<file path="src/inc/spmc_pkg.sv">
package spmc_pkg;
	// pin indices of port a
	localparam int unsigned PIN_COUNT      = 6;
	localparam int unsigned PIN_DEBUG      = 4;
	localparam int unsigned PIN_RESET      = 5;
	// reset values of control bits
	localparam logic [5:0]  PULLUP_RESET   = 6'h00;
	localparam logic [5:0]  SLEW_RESET     = 6'h3f;
	localparam logic [5:0]  DRIVE_RESET    = 6'h00;
	localparam logic [5:0]  DIR_RESET      = 6'h00;
	localparam logic        RSTPIN_RESET   = 1'b0;
	localparam logic        DBGPIN_RESET   = 1'b1;
	// mode select level that picks normal run mode
	localparam logic        MS_RUN_LEVEL   = 1'b1;
	// reset vector location (high byte address, low byte at +1)
	localparam logic [15:0] RESET_VECTOR_HI = 16'hfffe;
	localparam logic [15:0] RESET_VECTOR_LO = 16'hffff;
	// debug controller clocks per serial bit time
	localparam int unsigned DBG_CLKS_PER_BIT = 16;
	localparam logic [3:0]  DBG_BIT_LAST     = 4'hf;

	typedef enum logic [1:0] {
		SPMC_MODE_RUN = 2'b01,
		SPMC_MODE_BKG = 2'b10
	} spmc_mode_t;
endpackage

</file>
<file path="src/rtl/spmc_bit_timer.sv">
`timescale 1ns/100ps
// one-cycle tick at the end of each debug bit time
module spmc_bit_timer (
	input  wire logic clk,
	input  wire logic rstn,
	input  wire logic run,
	output logic      bit_tick
);
	logic [3:0] count;
	wire        at_last = (count == spmc_pkg::DBG_BIT_LAST);

	always_ff @(posedge clk or negedge rstn) begin
		if (!rstn) begin
			count    <= 4'h0;
			bit_tick <= 1'b0;
		end else begin
			count    <= run ? count + 4'h1 : 4'h0;
			bit_tick <= run && at_last;
		end
	end
endmodule

</file>
<file path="src/rtl/spmc_pin_control.sv">
`timescale 1ns/100ps
// How it works
// - after power-on into run mode the reset-capable pin is a plain input
// - setting reset_pin_enable makes the pin the reset input until power-on
// - with reset function on, a low pin requests a device reset
// - pullup always on while the pin acts as reset input
// - power-on into background mode makes the pin the reset input
// - timer two capture mode routes the pin to its capture input
// - debug pin is mode select in reset, debug line right after
// - debug_pin_enable sets on rstn but not on a debug-forced reset; software clears to free the pin
// - mode select high at reset release gives run, low gives background
// - a debug bit time lasts sixteen debug controller clocks
// - after reset non-output-only pins are inputs, pullups off
// - output-only pin starts disabled, low drive, slew limited
// - per-pin pullup, suppressed while the pin is driven as output
// - pullup also off while an analog function owns the pin
// - rising-edge keyboard or external interrupt turns pullup into pulldown
// - slew limit only acts while the pin is an output
// - drive select bit set gives high drive, clear gives low
// - highest-priority enabled function owns a shared pin
// - both analog modules enabled share the pin together
// - run mode starts at the vector fetched from the top of memory
// - background mode also entered by command, halt instruction, breakpoint
module spmc_pin_control (
	input  wire logic        clk,
	input  wire logic        rstn,
	input  wire logic        por,
	input  wire logic        debug_force_reset,
	// software control bits
	input  wire logic        reset_pin_enable_set,
	input  wire logic        debug_pin_enable_clear,
	input  wire logic [5:0]  pullup_enable_bits,
	input  wire logic [5:0]  slew_limit_bits,
	input  wire logic [5:0]  drive_select_bits,
	input  wire logic [5:0]  port_dir_out,
	input  wire logic        output_only_enable,
	// peripheral requests
	input  wire logic [5:0]  periph_out_en,
	input  wire logic [3:0]  keyboard_interrupt_en,
	input  wire logic [3:0]  keyboard_rising,
	input  wire logic        irq_enable,
	input  wire logic        irq_rising,
	input  wire logic [3:0]  timer_one_en,
	input  wire logic        timer_two_capture_mode,
	input  wire logic        timer_two_compare_en,
	input  wire logic [3:0]  adc_one_en,
	input  wire logic [3:0]  adc_two_en,
	// background entry and exit events, debug clock run
	input  wire logic        bkg_command,
	input  wire logic        bkg_halt_instr,
	input  wire logic        bkg_breakpoint,
	input  wire logic        bkg_exit,
	input  wire logic        debug_dbg_clk_run,
	// pin levels
	input  wire logic        debug_mode_select_pin,
	input  wire logic        port_a_bit_five,
	// outputs
	output logic             reset_pin_active,
	output logic             pin_reset_request,
	output logic             timer_two_capture_input,
	output logic             irq_pin_input,
	output logic             debug_pin_enable,
	output logic             debug_line_active,
	output logic             mode_select_phase,
	output spmc_pkg::spmc_mode_t mode,
	output logic [15:0]      fetch_vector_addr,
	output logic             fetch_vector,
	output logic [5:0]       pullup_on,
	output logic [5:0]       pulldown_on,
	output logic [5:0]       slew_on,
	output logic [5:0]       high_drive_on,
	output logic [5:0]       pin_out_en,
	output logic [5:0]       analog_on,
	output logic [5:0]       keyboard_owns,
	output logic [5:0]       timer_owns,
	output logic             dbg_bit_tick
);
	// =====================================================
	// helpers
	// =====================================================
	function automatic logic [5:0] widen4(input logic [3:0] v);
		widen4 = {2'b00, v};
	endfunction

	// one-hot mask for a single pin of port a
	function automatic logic [5:0] pin_mask(
		input int unsigned idx,
		input logic        on
	);
		pin_mask      = 6'h00;
		pin_mask[idx] = on;
	endfunction

	// a function sees the pin level only while it owns the pin
	function automatic logic route(input logic owns, input logic level);
		route = owns ? level : 1'b0;
	endfunction

	// =====================================================
	// reset pin function and mode
	// =====================================================
	logic        reset_pin_latch;
	logic        reset_phase;
	logic        dbg_en;
	spmc_pkg::spmc_mode_t cur_mode;
	spmc_pkg::spmc_mode_t next_mode;

	// mode select is sampled at release of rstn, por or a debug-forced reset
	wire sel_reset  = por || debug_force_reset;
	wire ms_run     = (debug_mode_select_pin == spmc_pkg::MS_RUN_LEVEL);
	wire bkg_event  = bkg_command || bkg_halt_instr || bkg_breakpoint;
	// pin becomes reset input by software or by entering background at reset release
	wire rst_fn     = reset_pin_latch;

	always_comb begin
		next_mode = cur_mode;
		case (cur_mode)
			spmc_pkg::SPMC_MODE_RUN: begin
				if (bkg_event)
					next_mode = spmc_pkg::SPMC_MODE_BKG;
			end
			spmc_pkg::SPMC_MODE_BKG: begin
				if (bkg_exit)
					next_mode = spmc_pkg::SPMC_MODE_RUN;
			end
			default: next_mode = spmc_pkg::SPMC_MODE_RUN;
		endcase
		if (reset_phase && !sel_reset)
			next_mode = ms_run ? spmc_pkg::SPMC_MODE_RUN
			                   : spmc_pkg::SPMC_MODE_BKG;
	end

	always_ff @(posedge clk or negedge rstn) begin
		if (!rstn) begin
			reset_phase <= 1'b1;
			cur_mode    <= spmc_pkg::SPMC_MODE_RUN;
		end else begin
			reset_phase <= sel_reset;
			cur_mode    <= next_mode;
		end
	end

	// the latch survives every reset but por, so rstn does not clear it
	always_ff @(posedge clk) begin
		if (por)
			reset_pin_latch <= spmc_pkg::RSTPIN_RESET;
		else if (reset_phase && !sel_reset && !ms_run && !reset_pin_latch)
			reset_pin_latch <= 1'b1;
		else if (reset_pin_enable_set)
			reset_pin_latch <= 1'b1;
	end

	// the output follows the next value so a clear shows one cycle later
	wire next_dbg_en = dbg_en && !debug_pin_enable_clear;

	always_ff @(posedge clk or negedge rstn) begin
		if (!rstn)
			dbg_en <= spmc_pkg::DBGPIN_RESET;
		else
			dbg_en <= next_dbg_en;
	end

	// =====================================================
	// priority and ownership
	// =====================================================
	wire [5:0] reset_mask = pin_mask(spmc_pkg::PIN_RESET, rst_fn);
	wire [5:0] debug_mask = pin_mask(spmc_pkg::PIN_DEBUG, dbg_en);
	wire [5:0] irq_mask   = pin_mask(spmc_pkg::PIN_RESET, irq_enable);
	wire [5:0] cap_mask   = pin_mask(spmc_pkg::PIN_RESET,
	                                 timer_two_capture_mode);
	wire [5:0] cmp_mask   = pin_mask(spmc_pkg::PIN_DEBUG,
	                                 timer_two_compare_en);
	wire [5:0] oo_mask    = pin_mask(spmc_pkg::PIN_DEBUG,
	                                 output_only_enable);
	// pin five is never a port output, so its direction bit is ignored
	wire [5:0] in_only    = pin_mask(spmc_pkg::PIN_RESET, 1'b1);
	wire [5:0] analog_one = widen4(adc_one_en);
	wire [5:0] analog_two = widen4(adc_two_en);
	// both converters may hold one pin; neither locks out the other
	wire [5:0] analog_any = analog_one | analog_two;
	wire [5:0] kbi_req    = widen4(keyboard_interrupt_en);
	wire [5:0] tmr_req    = widen4(timer_one_en) | cmp_mask | cap_mask;
	// debug on pin four, irq and reset on pin five outrank the rest
	wire [5:0] sys_owns   = irq_mask | reset_mask | debug_mask;
	wire [5:0] hi_owns    = analog_any | sys_owns;
	wire [5:0] tmr_owns   = tmr_req & ~hi_owns;
	wire [5:0] kbi_owns   = kbi_req & ~tmr_req & ~hi_owns;
	wire [5:0] port_owns  = ~(hi_owns | tmr_owns | kbi_owns);
	wire [5:0] port_out   = port_owns & (port_dir_out | oo_mask)
	                        & ~in_only;
	wire [5:0] periph_out = (tmr_owns | kbi_owns) & periph_out_en;
	wire [5:0] out_dir    = port_out | periph_out;

	// =====================================================
	// pull devices, slew and drive
	// =====================================================
	wire [5:0] kbi_rising = widen4(keyboard_rising & keyboard_interrupt_en);
	wire [5:0] irq_rise   = pin_mask(spmc_pkg::PIN_RESET,
	                                 irq_enable & irq_rising & ~rst_fn);
	wire [5:0] rising     = kbi_rising | irq_rise;
	// pullup suppressed for outputs and analog, forced for reset function
	wire [5:0] pull_quiet = out_dir | analog_any | reset_mask;
	wire [5:0] pull_base  = pullup_enable_bits & ~pull_quiet;
	wire [5:0] pull_auto  = reset_mask | debug_mask;
	wire [5:0] next_pu    = (pull_base & ~rising) | pull_auto;
	wire [5:0] next_pd    = pull_base & rising;
	// slew and drive bits only reach the pad while it drives
	wire [5:0] next_slew  = slew_limit_bits & out_dir;
	wire [5:0] next_drive = drive_select_bits & out_dir;

	// =====================================================
	// pin five routing, reset request and vector
	// =====================================================
	// reset outranks irq, irq outranks the capture input
	wire cap_route   = timer_two_capture_mode && !rst_fn && !irq_enable;
	wire irq_route   = irq_enable && !rst_fn;
	wire next_cap_in = route(cap_route, port_a_bit_five);
	wire next_irq_in = route(irq_route, port_a_bit_five);
	// pin low with reset function on asks the system for a reset
	wire next_pin_rq = rst_fn && !port_a_bit_five;
	wire select_ends = reset_phase && !sel_reset;
	wire next_fetch  = select_ends && ms_run;
	// high byte of the vector first, low byte on the following cycle
	wire [15:0] next_addr = next_fetch ? spmc_pkg::RESET_VECTOR_HI
	                      : fetch_vector ? spmc_pkg::RESET_VECTOR_LO
	                      : fetch_vector_addr;

	// =====================================================
	// registered outputs
	// =====================================================
	always_ff @(posedge clk or negedge rstn) begin
		if (!rstn) begin
			pullup_on     <= spmc_pkg::PULLUP_RESET;
			pulldown_on   <= spmc_pkg::PULLUP_RESET;
		end else begin
			pullup_on     <= next_pu;
			pulldown_on   <= next_pd;
		end
	end

	always_ff @(posedge clk or negedge rstn) begin
		if (!rstn)
			pin_out_en    <= spmc_pkg::DIR_RESET;
		else
			pin_out_en    <= out_dir;
	end

	always_ff @(posedge clk or negedge rstn) begin
		if (!rstn) begin
			slew_on       <= spmc_pkg::SLEW_RESET;
			high_drive_on <= spmc_pkg::DRIVE_RESET;
		end else begin
			slew_on       <= next_slew;
			high_drive_on <= next_drive;
		end
	end

	always_ff @(posedge clk or negedge rstn) begin
		if (!rstn)
			analog_on     <= 6'h00;
		else
			analog_on     <= analog_any;
	end

	always_ff @(posedge clk or negedge rstn) begin
		if (!rstn) begin
			keyboard_owns <= 6'h00;
			timer_owns    <= 6'h00;
		end else begin
			keyboard_owns <= kbi_owns;
			timer_owns    <= tmr_owns;
		end
	end

	always_ff @(posedge clk or negedge rstn) begin
		if (!rstn) begin
			reset_pin_active  <= 1'b0;
			pin_reset_request <= 1'b0;
		end else begin
			reset_pin_active  <= rst_fn;
			pin_reset_request <= next_pin_rq;
		end
	end

	always_ff @(posedge clk or negedge rstn) begin
		if (!rstn) begin
			timer_two_capture_input <= 1'b0;
			irq_pin_input           <= 1'b0;
		end else begin
			timer_two_capture_input <= next_cap_in;
			irq_pin_input           <= next_irq_in;
		end
	end

	always_ff @(posedge clk or negedge rstn) begin
		if (!rstn) begin
			debug_pin_enable  <= spmc_pkg::DBGPIN_RESET;
			debug_line_active <= 1'b0;
		end else begin
			debug_pin_enable  <= next_dbg_en;
			debug_line_active <= dbg_en && !reset_phase;
		end
	end

	always_ff @(posedge clk or negedge rstn) begin
		if (!rstn) begin
			mode_select_phase <= 1'b1;
			mode              <= spmc_pkg::SPMC_MODE_RUN;
		end else begin
			mode_select_phase <= reset_phase;
			mode              <= next_mode;
		end
	end

	always_ff @(posedge clk or negedge rstn) begin
		if (!rstn)
			fetch_vector      <= 1'b0;
		else
			fetch_vector      <= next_fetch;
	end

	always_ff @(posedge clk or negedge rstn) begin
		if (!rstn)
			fetch_vector_addr <= 16'h0000;
		else
			fetch_vector_addr <= next_addr;
	end

	// =====================================================
	// debug bit timing
	// =====================================================
	// bit timing stops once software frees the debug pin
	wire timer_run = debug_dbg_clk_run && dbg_en;

	spmc_bit_timer u_bit_timer (
		.clk      (clk),
		.rstn     (rstn),
		.run      (timer_run),
		.bit_tick (dbg_bit_tick)
	);
endmodule

</file>
<file path="config.mk">
export PLATFORM = sky130hd
export DESIGN_NAME = spmc_pin_control
export DESIGN_NICKNAME = d
export VERILOG_FILES = /design/src/inc/spmc_pkg.sv /design/src/rtl/spmc_bit_timer.sv /design/src/rtl/spmc_pin_control.sv
export SDC_FILE = /design/constraint.sdc
export NUM_CORES = 1
export LEC_CHECK = 0
export BUFFER_PORTS_ARGS = -buffer_cell sky130_fd_sc_hd__buf_4
export CAP_MARGIN = 10
export CORE_MARGIN = 1.5
export CORE_UTILIZATION = 46
export CTS_CLUSTER_SIZE = 30
export DETAILED_ROUTE_END_ITERATION = 10
export GPL_TIMING_DRIVEN = 1
export PLACE_DENSITY = 0.84
export SLEW_MARGIN = 20
export SYNTH_ARGS = -nofsm -noshare
export SYNTH_HDL_FRONTEND = slang
export SYNTH_SLANG_ARGS = --single-unit
</file>
<file path="constraint.sdc">
create_clock -name clk -period 2.2 [get_ports clk]
set_input_delay 0.33 -clock clk [delete_from_list [all_inputs] [get_ports clk]]
set_output_delay 0.33 -clock clk [all_outputs]
set_load 0.02 [all_outputs]
</file>
==> summary.md, run 1 <==
| Metric | Value |
|---|---|
| Min-Delay Path Class | `in -> async` |
| CP top delay family | `flip-flops` |
| Cell breakdown of the critical path | `buf_4` |
| Status | `finished, final reports clean` |
| Yosys warning count | `0` |
| TNS Setup | `0 ns` |
| Final setup viols | `0` |
| Global-route usage over all layers | `approximately a fifth` |
| Die height | `roughly 74 um` |
| Required time worst endpoint | `approximately 1.9 ns` |
| Chip Width | `~74 um` |
| DR iter-0 viols | `52` |
| Post-synth top cells | `51 x dfrtp_1, 19 x buf_4, 16 x nor2_1` |
| Startpoint type of the worst setup path | `flop` |
| Syn Area/Cell | `about 13 um^2` |
| Crit path capture type | `output pin` |
| Core area | `4820 um^2` |
| Post_cts resized | `0` |
| Top post-synthesis cells by area | `dfrtp_1 55%, dfstp_2 11%, buf_4 6.1%` |
| Clock power share | `roughly 34%` |
| Design area | `3470 um^2` |
| P&R area growth vs syn | `48.0%` |
| Top-level port count | `~140` |
| Largest family of logic cells by synthesized area | `simple AND/OR/NAND/NOR gates` |
| Pin count of the biggest net entering global routing | `62` |
| Number of synthesized register bits | `a little over 60` |
| Data arrival, critical path | `1.18 ns` |
| CTS tree | `built` |
| Post-Synth Adder-Cell Area | `0.534%` |
| Yosys top cell area share | `between 50% and 60%` |
| Grt total ovfl | `0` |
| Slowest-stage cell, CP | `dfrtp_1` |
| Kind of critical path | `reg -> out` |
| Main synth FF type | `dfrtp_1` |
| Final ANT Viol Nets | `0` |
| Unrepaired setup endpoints after global routing | `false` |
| Post-synthesis cell type count | `34` |
| Fmax | `around 0.66 GHz` |
| Ant diodes | `0` |
| I/O Buffers | `136` |
| Max VDD drop | `between 400 and 500 uV` |
| Seq pwr share | `around 50%` |
| Rows | `25` |
| Post-CTS Hold Buffers | `0` |
| R2R Setup Slk | `0.79 ns` |
| Post-synthesis mux area share | `0%` |
| Sequential share of the synthesized area | `about two thirds` |
| Sw Ratio | `25.1%` |
| Die ar. | `about 5500 um^2` |
| CP bufs+invs | `1` |
| Clock root buffer | `clkbuf_8` |
| Pre-antenna DRT Iters | `4` |
| Post-Synth XOR/XNOR Area | `less than 1%` |
| Simple-Gate Fraction of Synth Area | `between 10% and 20%` |
| Setup ws final | `around 0.69 ns` |
| Most common cell in the netlist | `dfrtp_1` |
| Comb pwr share | `15.7%` |
| Hold Slack | `0.0631 ns` |
| Longest Clk Path Bufs | `2` |
| Leak | `about 1.8 nW` |
| Setup Skew | `between 0.006 and 0.007 ns` |
| Final WL | `approximately 5000 um` |
| Slew Limit Fails | `0` |
| Final Critical Period | `approximately 1.5 ns` |
| Final Net Count | `about 380` |
| Slew @ Worst Pin | `between 0.7 and 0.8 ns` |
| Clk Latency, worst-skew pair | `between 0.3 and 0.4 ns` |
| PD cells | `708 nW/um^2` |
| Period utilization | `~69%` |
| Final Hold Viols | `0` |
| Post-synth ARST share | `98.4%` |
| Gpl congestion | `~0.8` |
| Cell taking the most area after synthesis | `dfrtp_1` |
| Vias/cell | `4.61` |
| Internal power | `roughly 1.8 mW` |
| Crit Path Max Fanout | `16` |
| Initial antenna violation count | `0` |
| Psw | `0.616 mW` |
| Placed cell areas | `between 3000 and 4000 um^2` |
| Synthesized netlist cell count | `~190` |
| DR DRC count | `0` |
| Inserted Clock Buffers | `9` |
| Reg clk slew, reported paths | `about 0.060 ns` |
| First-pass GRT wire length | `roughly 7500 um` |
| Post-Syn Area | `2340 um^2` |
| Number of setup buffers added after CTS | `0` |
| DP Worst Slack | `~0.77 ns` |
| Routed via count | `around 1800` |
| CP peak stage delay | `between 0.6 and 0.7 ns` |
| Worst slew margin relative to its limit | `approximately 52%` |
| H-tree level count | `3` |
| Vias in the first global route | `approximately 1700` |
| # Max-Cap Violations | `0` |
| Sink Count | `62` |
| Detail Placement HPWL | `~3800 um` |
| Wire length per cell | `around 13 um` |
| Starting Density | `roughly half` |
| Share of layout cells above drive strength 1 | `about 52%` |
| Synth Area in Compound Gates | `under 10%` |
| Number of synthesized flops with an enable pin | `0` |
## sequential cells by signal, summed over array words and instances, names as in the netlist, 2 cells and up
name and flops:
timer_owns 6, fetch_vector_addr 2, pulldown_on 5, pullup_on 6
pin_out_en 6, keyboard_owns 4, u_bit_timer.count 4, analog_on 4
mode 2, high_drive_on 6, slew_on 6
## power groups by stage
stage	clock network, mW	registers (mW)	logic [mW]
after global routing	0.889	1.25	0.421
after detailed placement	0	1.26	0.390
after global placement	0	1.26	0.383
final	0.826	1.24	0.386
after floorplan	0	1.33	0.0967
after CTS	0.847	1.24	0.392
## metal layers
layer / vias to the layer above / share of wire [%] / GRT usage (%)
met4: 0 / 3.0 / 12.1
met3: 14 / 7.9 / 5.01
met1: 846 / 36 / 21.1
met2: 78 / 53 / 31.4
met5: - / 0 / 0
li1: 848 / - / -
## through the flow
stage	std cells	util, %	power, mW
detailed placement	371	68.6	1.65
global route	387	71.9	2.56
floorplan	190	-	1.43
finish	387	71.9	2.45
CTS	387	71.9	2.48
global placement	371	68.6	1.64
## layout make-up
class                           count  area (um^2)
Sequential cell                    62         1560
Multi-Input combinational cell     98          609
Clock inverter                      2         10.0
Timing Repair Buffer              136         1020
Fill cell                         388         1350
Inverter                            8         30.0
Clock buffer                       14          153
Tap cell                           67         83.8
## cells by family (layout without fill, tap and decap cells)
family	after synthesis	in the layout
AOI/OAI and AO/OA	17	17
xor gates and xnor gates	2	2
adders and majority gates	1	1
buffers and inverters	30	160
DFF	62	62
other	1	5
and+or+nand+nor	73	73
## cells in the final DEF, fill, tap and decap left out, types with 5 or more instances in the layout
cell type  instances
dfrtp_1           51
buf_4            136
nor2b_1            5
nor2_1            16
inv_1              8
nand2_1           10
clkbuf_8          10
nor3b_1            6
conb_1             5
and2_1            13
dfstp_2           10
## path summary, 6_finish.rpt
kind | cells past startpoint | startpoint | to
min reg2reg | 0 | reset_phase | mode_select_phase
max reg2reg | 3 | reset_phase | mode[1]
max in group asynchronous | 1 | rstn | analog_on[0]
min in group clk | 2 | debug_pin_enable_clear | debug_pin_enable
min | 1 | rstn | high_drive_on[2]
max | 1 | fetch_vector_addr[14] | fetch_vector_addr[6]
Power figures use the tool's default switching activity.
==> inputs of run 2 (changes only) <==
--- a/config.mk
+++ b/config.mk
@@ -5,14 +5,15 @@
 export SDC_FILE = /design/constraint.sdc
 export NUM_CORES = 1
 export LEC_CHECK = 0
+export ABC_AREA = 1
 export BUFFER_PORTS_ARGS = -buffer_cell sky130_fd_sc_hd__buf_4
 export CAP_MARGIN = 10
 export CORE_MARGIN = 1.5
-export CORE_UTILIZATION = 46
+export CORE_UTILIZATION = 43
 export CTS_CLUSTER_SIZE = 30
 export DETAILED_ROUTE_END_ITERATION = 10
 export GPL_TIMING_DRIVEN = 1
-export PLACE_DENSITY = 0.84
+export PLACE_DENSITY = 0.78
 export SLEW_MARGIN = 20
 export SYNTH_ARGS = -nofsm -noshare
 export SYNTH_HDL_FRONTEND = slang
==> constraint.sdc (replaced) <==
create_clock -name clk -period 1.6 [get_ports clk]
set_input_delay 0.24 -clock clk [delete_from_list [all_inputs] [get_ports clk]]
set_output_delay 0.24 -clock clk [all_outputs]
set_load 0.02 [all_outputs]
==> summary.md, run 2 <==
| Metric | Value |
|---|---|
| Status | `finished, final reports clean` |
| CP peak stage delay | `approximately 0.62 ns` |
| Clock power share | `37.0%` |
| TNS Setup | `0 ns` |
| Required time worst endpoint | `1.36 ns` |
| H-tree level count | `3` |
| CP bufs+invs | `1` |
| Fillcell total | `447` |
| Design area | `roughly 3600 um^2` |
| Main synth FF type | `dfrtp_1` |
| Yosys warning count | `0` |
| Sw Ratio | `25.1%` |
| Metal2 WL | `about 2800 um` |
| # Max-Cap Violations | `0` |
| Yosys top cell area share | `a little over half` |
| Multi-input gate area | `between 500 and 600 um^2` |
| Hold worst-path end | `debug_pin_enable` |
| Final WL | `around 5200 um` |
| PD cells | `around 1000 nW/um^2` |
| DR top layer | `met4` |
| Setup ws final | `0.189 ns` |
| Slowest-stage cell, CP | `dfrtp_1` |
| Wl on met1 | `roughly 1800 um` |
| Placed cell areas | `3420 um^2` |
| Kind of critical path | `reg -> out` |
| Hold Crit Depth | `2` |
| # placed instances | `about 420` |
| Chip Width | `just under 80 um` |
| Post_cts resized | `0` |
| Pin count of the biggest net entering global routing | `38` |
| Final ANT Viol Nets | `0` |
| Slew Limit Fails | `0` |
| Layout Cells excl Fill | `435` |
| I/O Buffers | `~140` |
| Commonest non-fill, non-tap cell in the layout | `buf_4` |
| First-pass GRT wire length | `about 8300 um` |
| Internal power | `2.74 mW` |
| Crit path capture type | `output pin` |
| Final Hold Viols | `0` |
| Post-synth top cells | `51 x dfrtp_1, 34 x nor2_1, 29 x inv_1` |
| Die height | `~78 um` |
| Hold Crit Start | `debug_pin_enable_clear` |
| Final Critical Period | `1.41 ns` |
| Met3 WL | `570 um` |
| Post-Syn Area | `between 2000 and 2500 um^2` |
| CTS tree | `built` |
| Longest Clk Path Bufs | `2` |
| Vias/cell | `around 4.5` |
| Crit path from | `fetch_vector_addr[14]` |
| Cell taking the most area after synthesis | `dfrtp_1` |
| Initial antenna violation count | `0` |
| Setup Skew | `a little under 0.009 ns` |
| Grt total ovfl | `0` |
| Worst R2R Start | `reset_phase` |
| Psw | `just over 0.9 mW` |
| Crit Path Max Fanout | `16` |
| Synthesized netlist cell count | `between 200 and 250` |
| Final setup viols | `0` |
| Startpoint type of the worst setup path | `flop` |
| Sink Count | `a little over 60` |
| Number of setup buffers added after CTS | `0` |
| Seq pwr share | `a little under half` |
| Routed via count | `roughly 2000` |
| Hold Slack | `0.0317 ns` |
| CP top delay family | `flip-flops` |
| Post-synth ARST share | `between 90% and 100%` |
| Min-Delay Path Class | `in -> reg` |
| Wire length per cell | `about 12 um` |
| Inserted Clock Buffers | `9` |
| DP Worst Slack | `0.510 ns` |
| Number of synthesized register bits | `62` |
| Data arrival, critical path | `roughly 1.2 ns` |
| Share of layout cells above drive strength 1 | `about half` |
| Top post-synthesis cells by area | `dfrtp_1 53%, dfstp_2 11%, buf_4 5.9%` |
| Comb pwr share | `about 16%` |
| Top-level port count | `143` |
| Number of synthesized flops with an enable pin | `0` |
| Starting Density | `about 44%` |
| Final Util | `about 66%` |
| Worst r2r dst | `reset_pin_latch` |
| DR iter-0 viols | `55` |
| Period utilization | `between 80% and 90%` |
| Pre-antenna DRT Iters | `4` |
| Global-route usage over all layers | `18.0%` |
| Clk Latency, worst-skew pair | `about 0.32 ns` |
| Most common cell in the netlist | `dfrtp_1` |
| Storage element area | `1560 um^2` |
| Leak | `slightly above 2 nW` |
| Unrepaired setup endpoints after global routing | `false` |
| Most frequent cells in the layout | `136 x buf_4, 51 x dfrtp_1, 34 x nor2_1, 29 x inv_1, 22 x nand2_1` |
| Clock root buffer | `clkbuf_8` |
| DR DRC count | `0` |
| Reg clk slew, reported paths | `~0.07 ns` |
| Cell breakdown of the critical path | `buf_4` |
| Sequential share of the synthesized area | `~64%` |
| R2R Setup Slk | `0.52 ns` |
| Syn Area/Cell | `roughly 11 um^2` |
| Die ar. | `about 6100 um^2` |
| Rows | `27` |
| Max VDD drop | `around 630 uV` |
| Fmax | `a little over 0.7 GHz` |
| P&R area growth vs syn | `50.2%` |
| Ant diodes | `0` |
| Post-synthesis cell type count | `23` |
| Core area | `around 5500 um^2` |
| Detail Placement HPWL | `around 4100 um` |
| R2r worst-path depth | `3` |
| Vias in the first global route | `1863` |
| Tot Pwr | `3.65 mW` |
| Final Net Count | `around 430` |
| Gpl congestion | `~0.84` |
## run 2: changes by cell type in the layout (fill, tap and decap cells not counted), moves of 8 or more
cell,change
a21boi_1,+11
and2_1,-13
inv_1,+21
inv_2,+8
nand2_1,+12
nor2_1,+18
## run 2: cell families (layout without fill, tap and decap cells)
group | count (synthesis) | count (layout) | share of synthesized area (%)
AO/OA/AOI/OAI | 20 | 20 | 6.82
XOR/XNOR | 1 | 1 | 0.362
adder cells (fa/ha/maj) | 1 | 1 | 0.517
buffers and inverters | 56 | 191 | 11.6
flip-flops | 62 | 62 | 64.4
other | 1 | 5 | 0.155
AND/OR/NAND/NOR | 83 | 83 | 16.1
## run 2: how the worst max path moves through the flow
| stage | slack (ns) | end | cells after the start |
|---|---|---|---|
| global route | 0.11 | fetch_vector_addr[3] | 1 |
| floorplan | 0.49 | fetch_vector_addr[10] | 1 |
| CTS | 0.15 | fetch_vector_addr[3] | 1 |
| finish | 0.19 | fetch_vector_addr[3] | 1 |
| detailed placement | 0.51 | fetch_vector_addr[3] | 1 |
| global placement | 0.55 | fetch_vector_addr[10] | 1 |
## run 2: power groups by stage
stage                     clock network (mW)  logic [mW]  registers, mW
final                                   1.35       0.598           1.70
after global routing                    1.48       0.649           1.71
after CTS                               1.39       0.602           1.70
after detailed placement                   0       0.599           1.73
after global placement                     0       0.583           1.73
after floorplan                            0       0.167           1.84
## run 2: layout make-up
class / count / area share (%)
well taps: 72 / 2.48
flip-flops and latches: 62 / 42.9
clock buffers: 12 / 4.27
multi-input cells: 110 / 16.4
clock inverters: 4 / 1.24
inverters: 37 / 3.82
repair buffers: 138 / 28.9
## run 2: timing repair
item,CTS,global route
hold endpoints to repair,21,0
endpoints found under the setup margin,0,0
hold buffers,1,0
## run 2: metal layers
| metal | global-route usage, % | vias up |
|---|---|---|
| met2 | 32.7 | 106 |
| met1 | 18.3 | 907 |
| met3 | 6.28 | 6 |
| met5 | 0 | - |
| li1 | - | 942 |
| met4 | 8.39 | 0 |
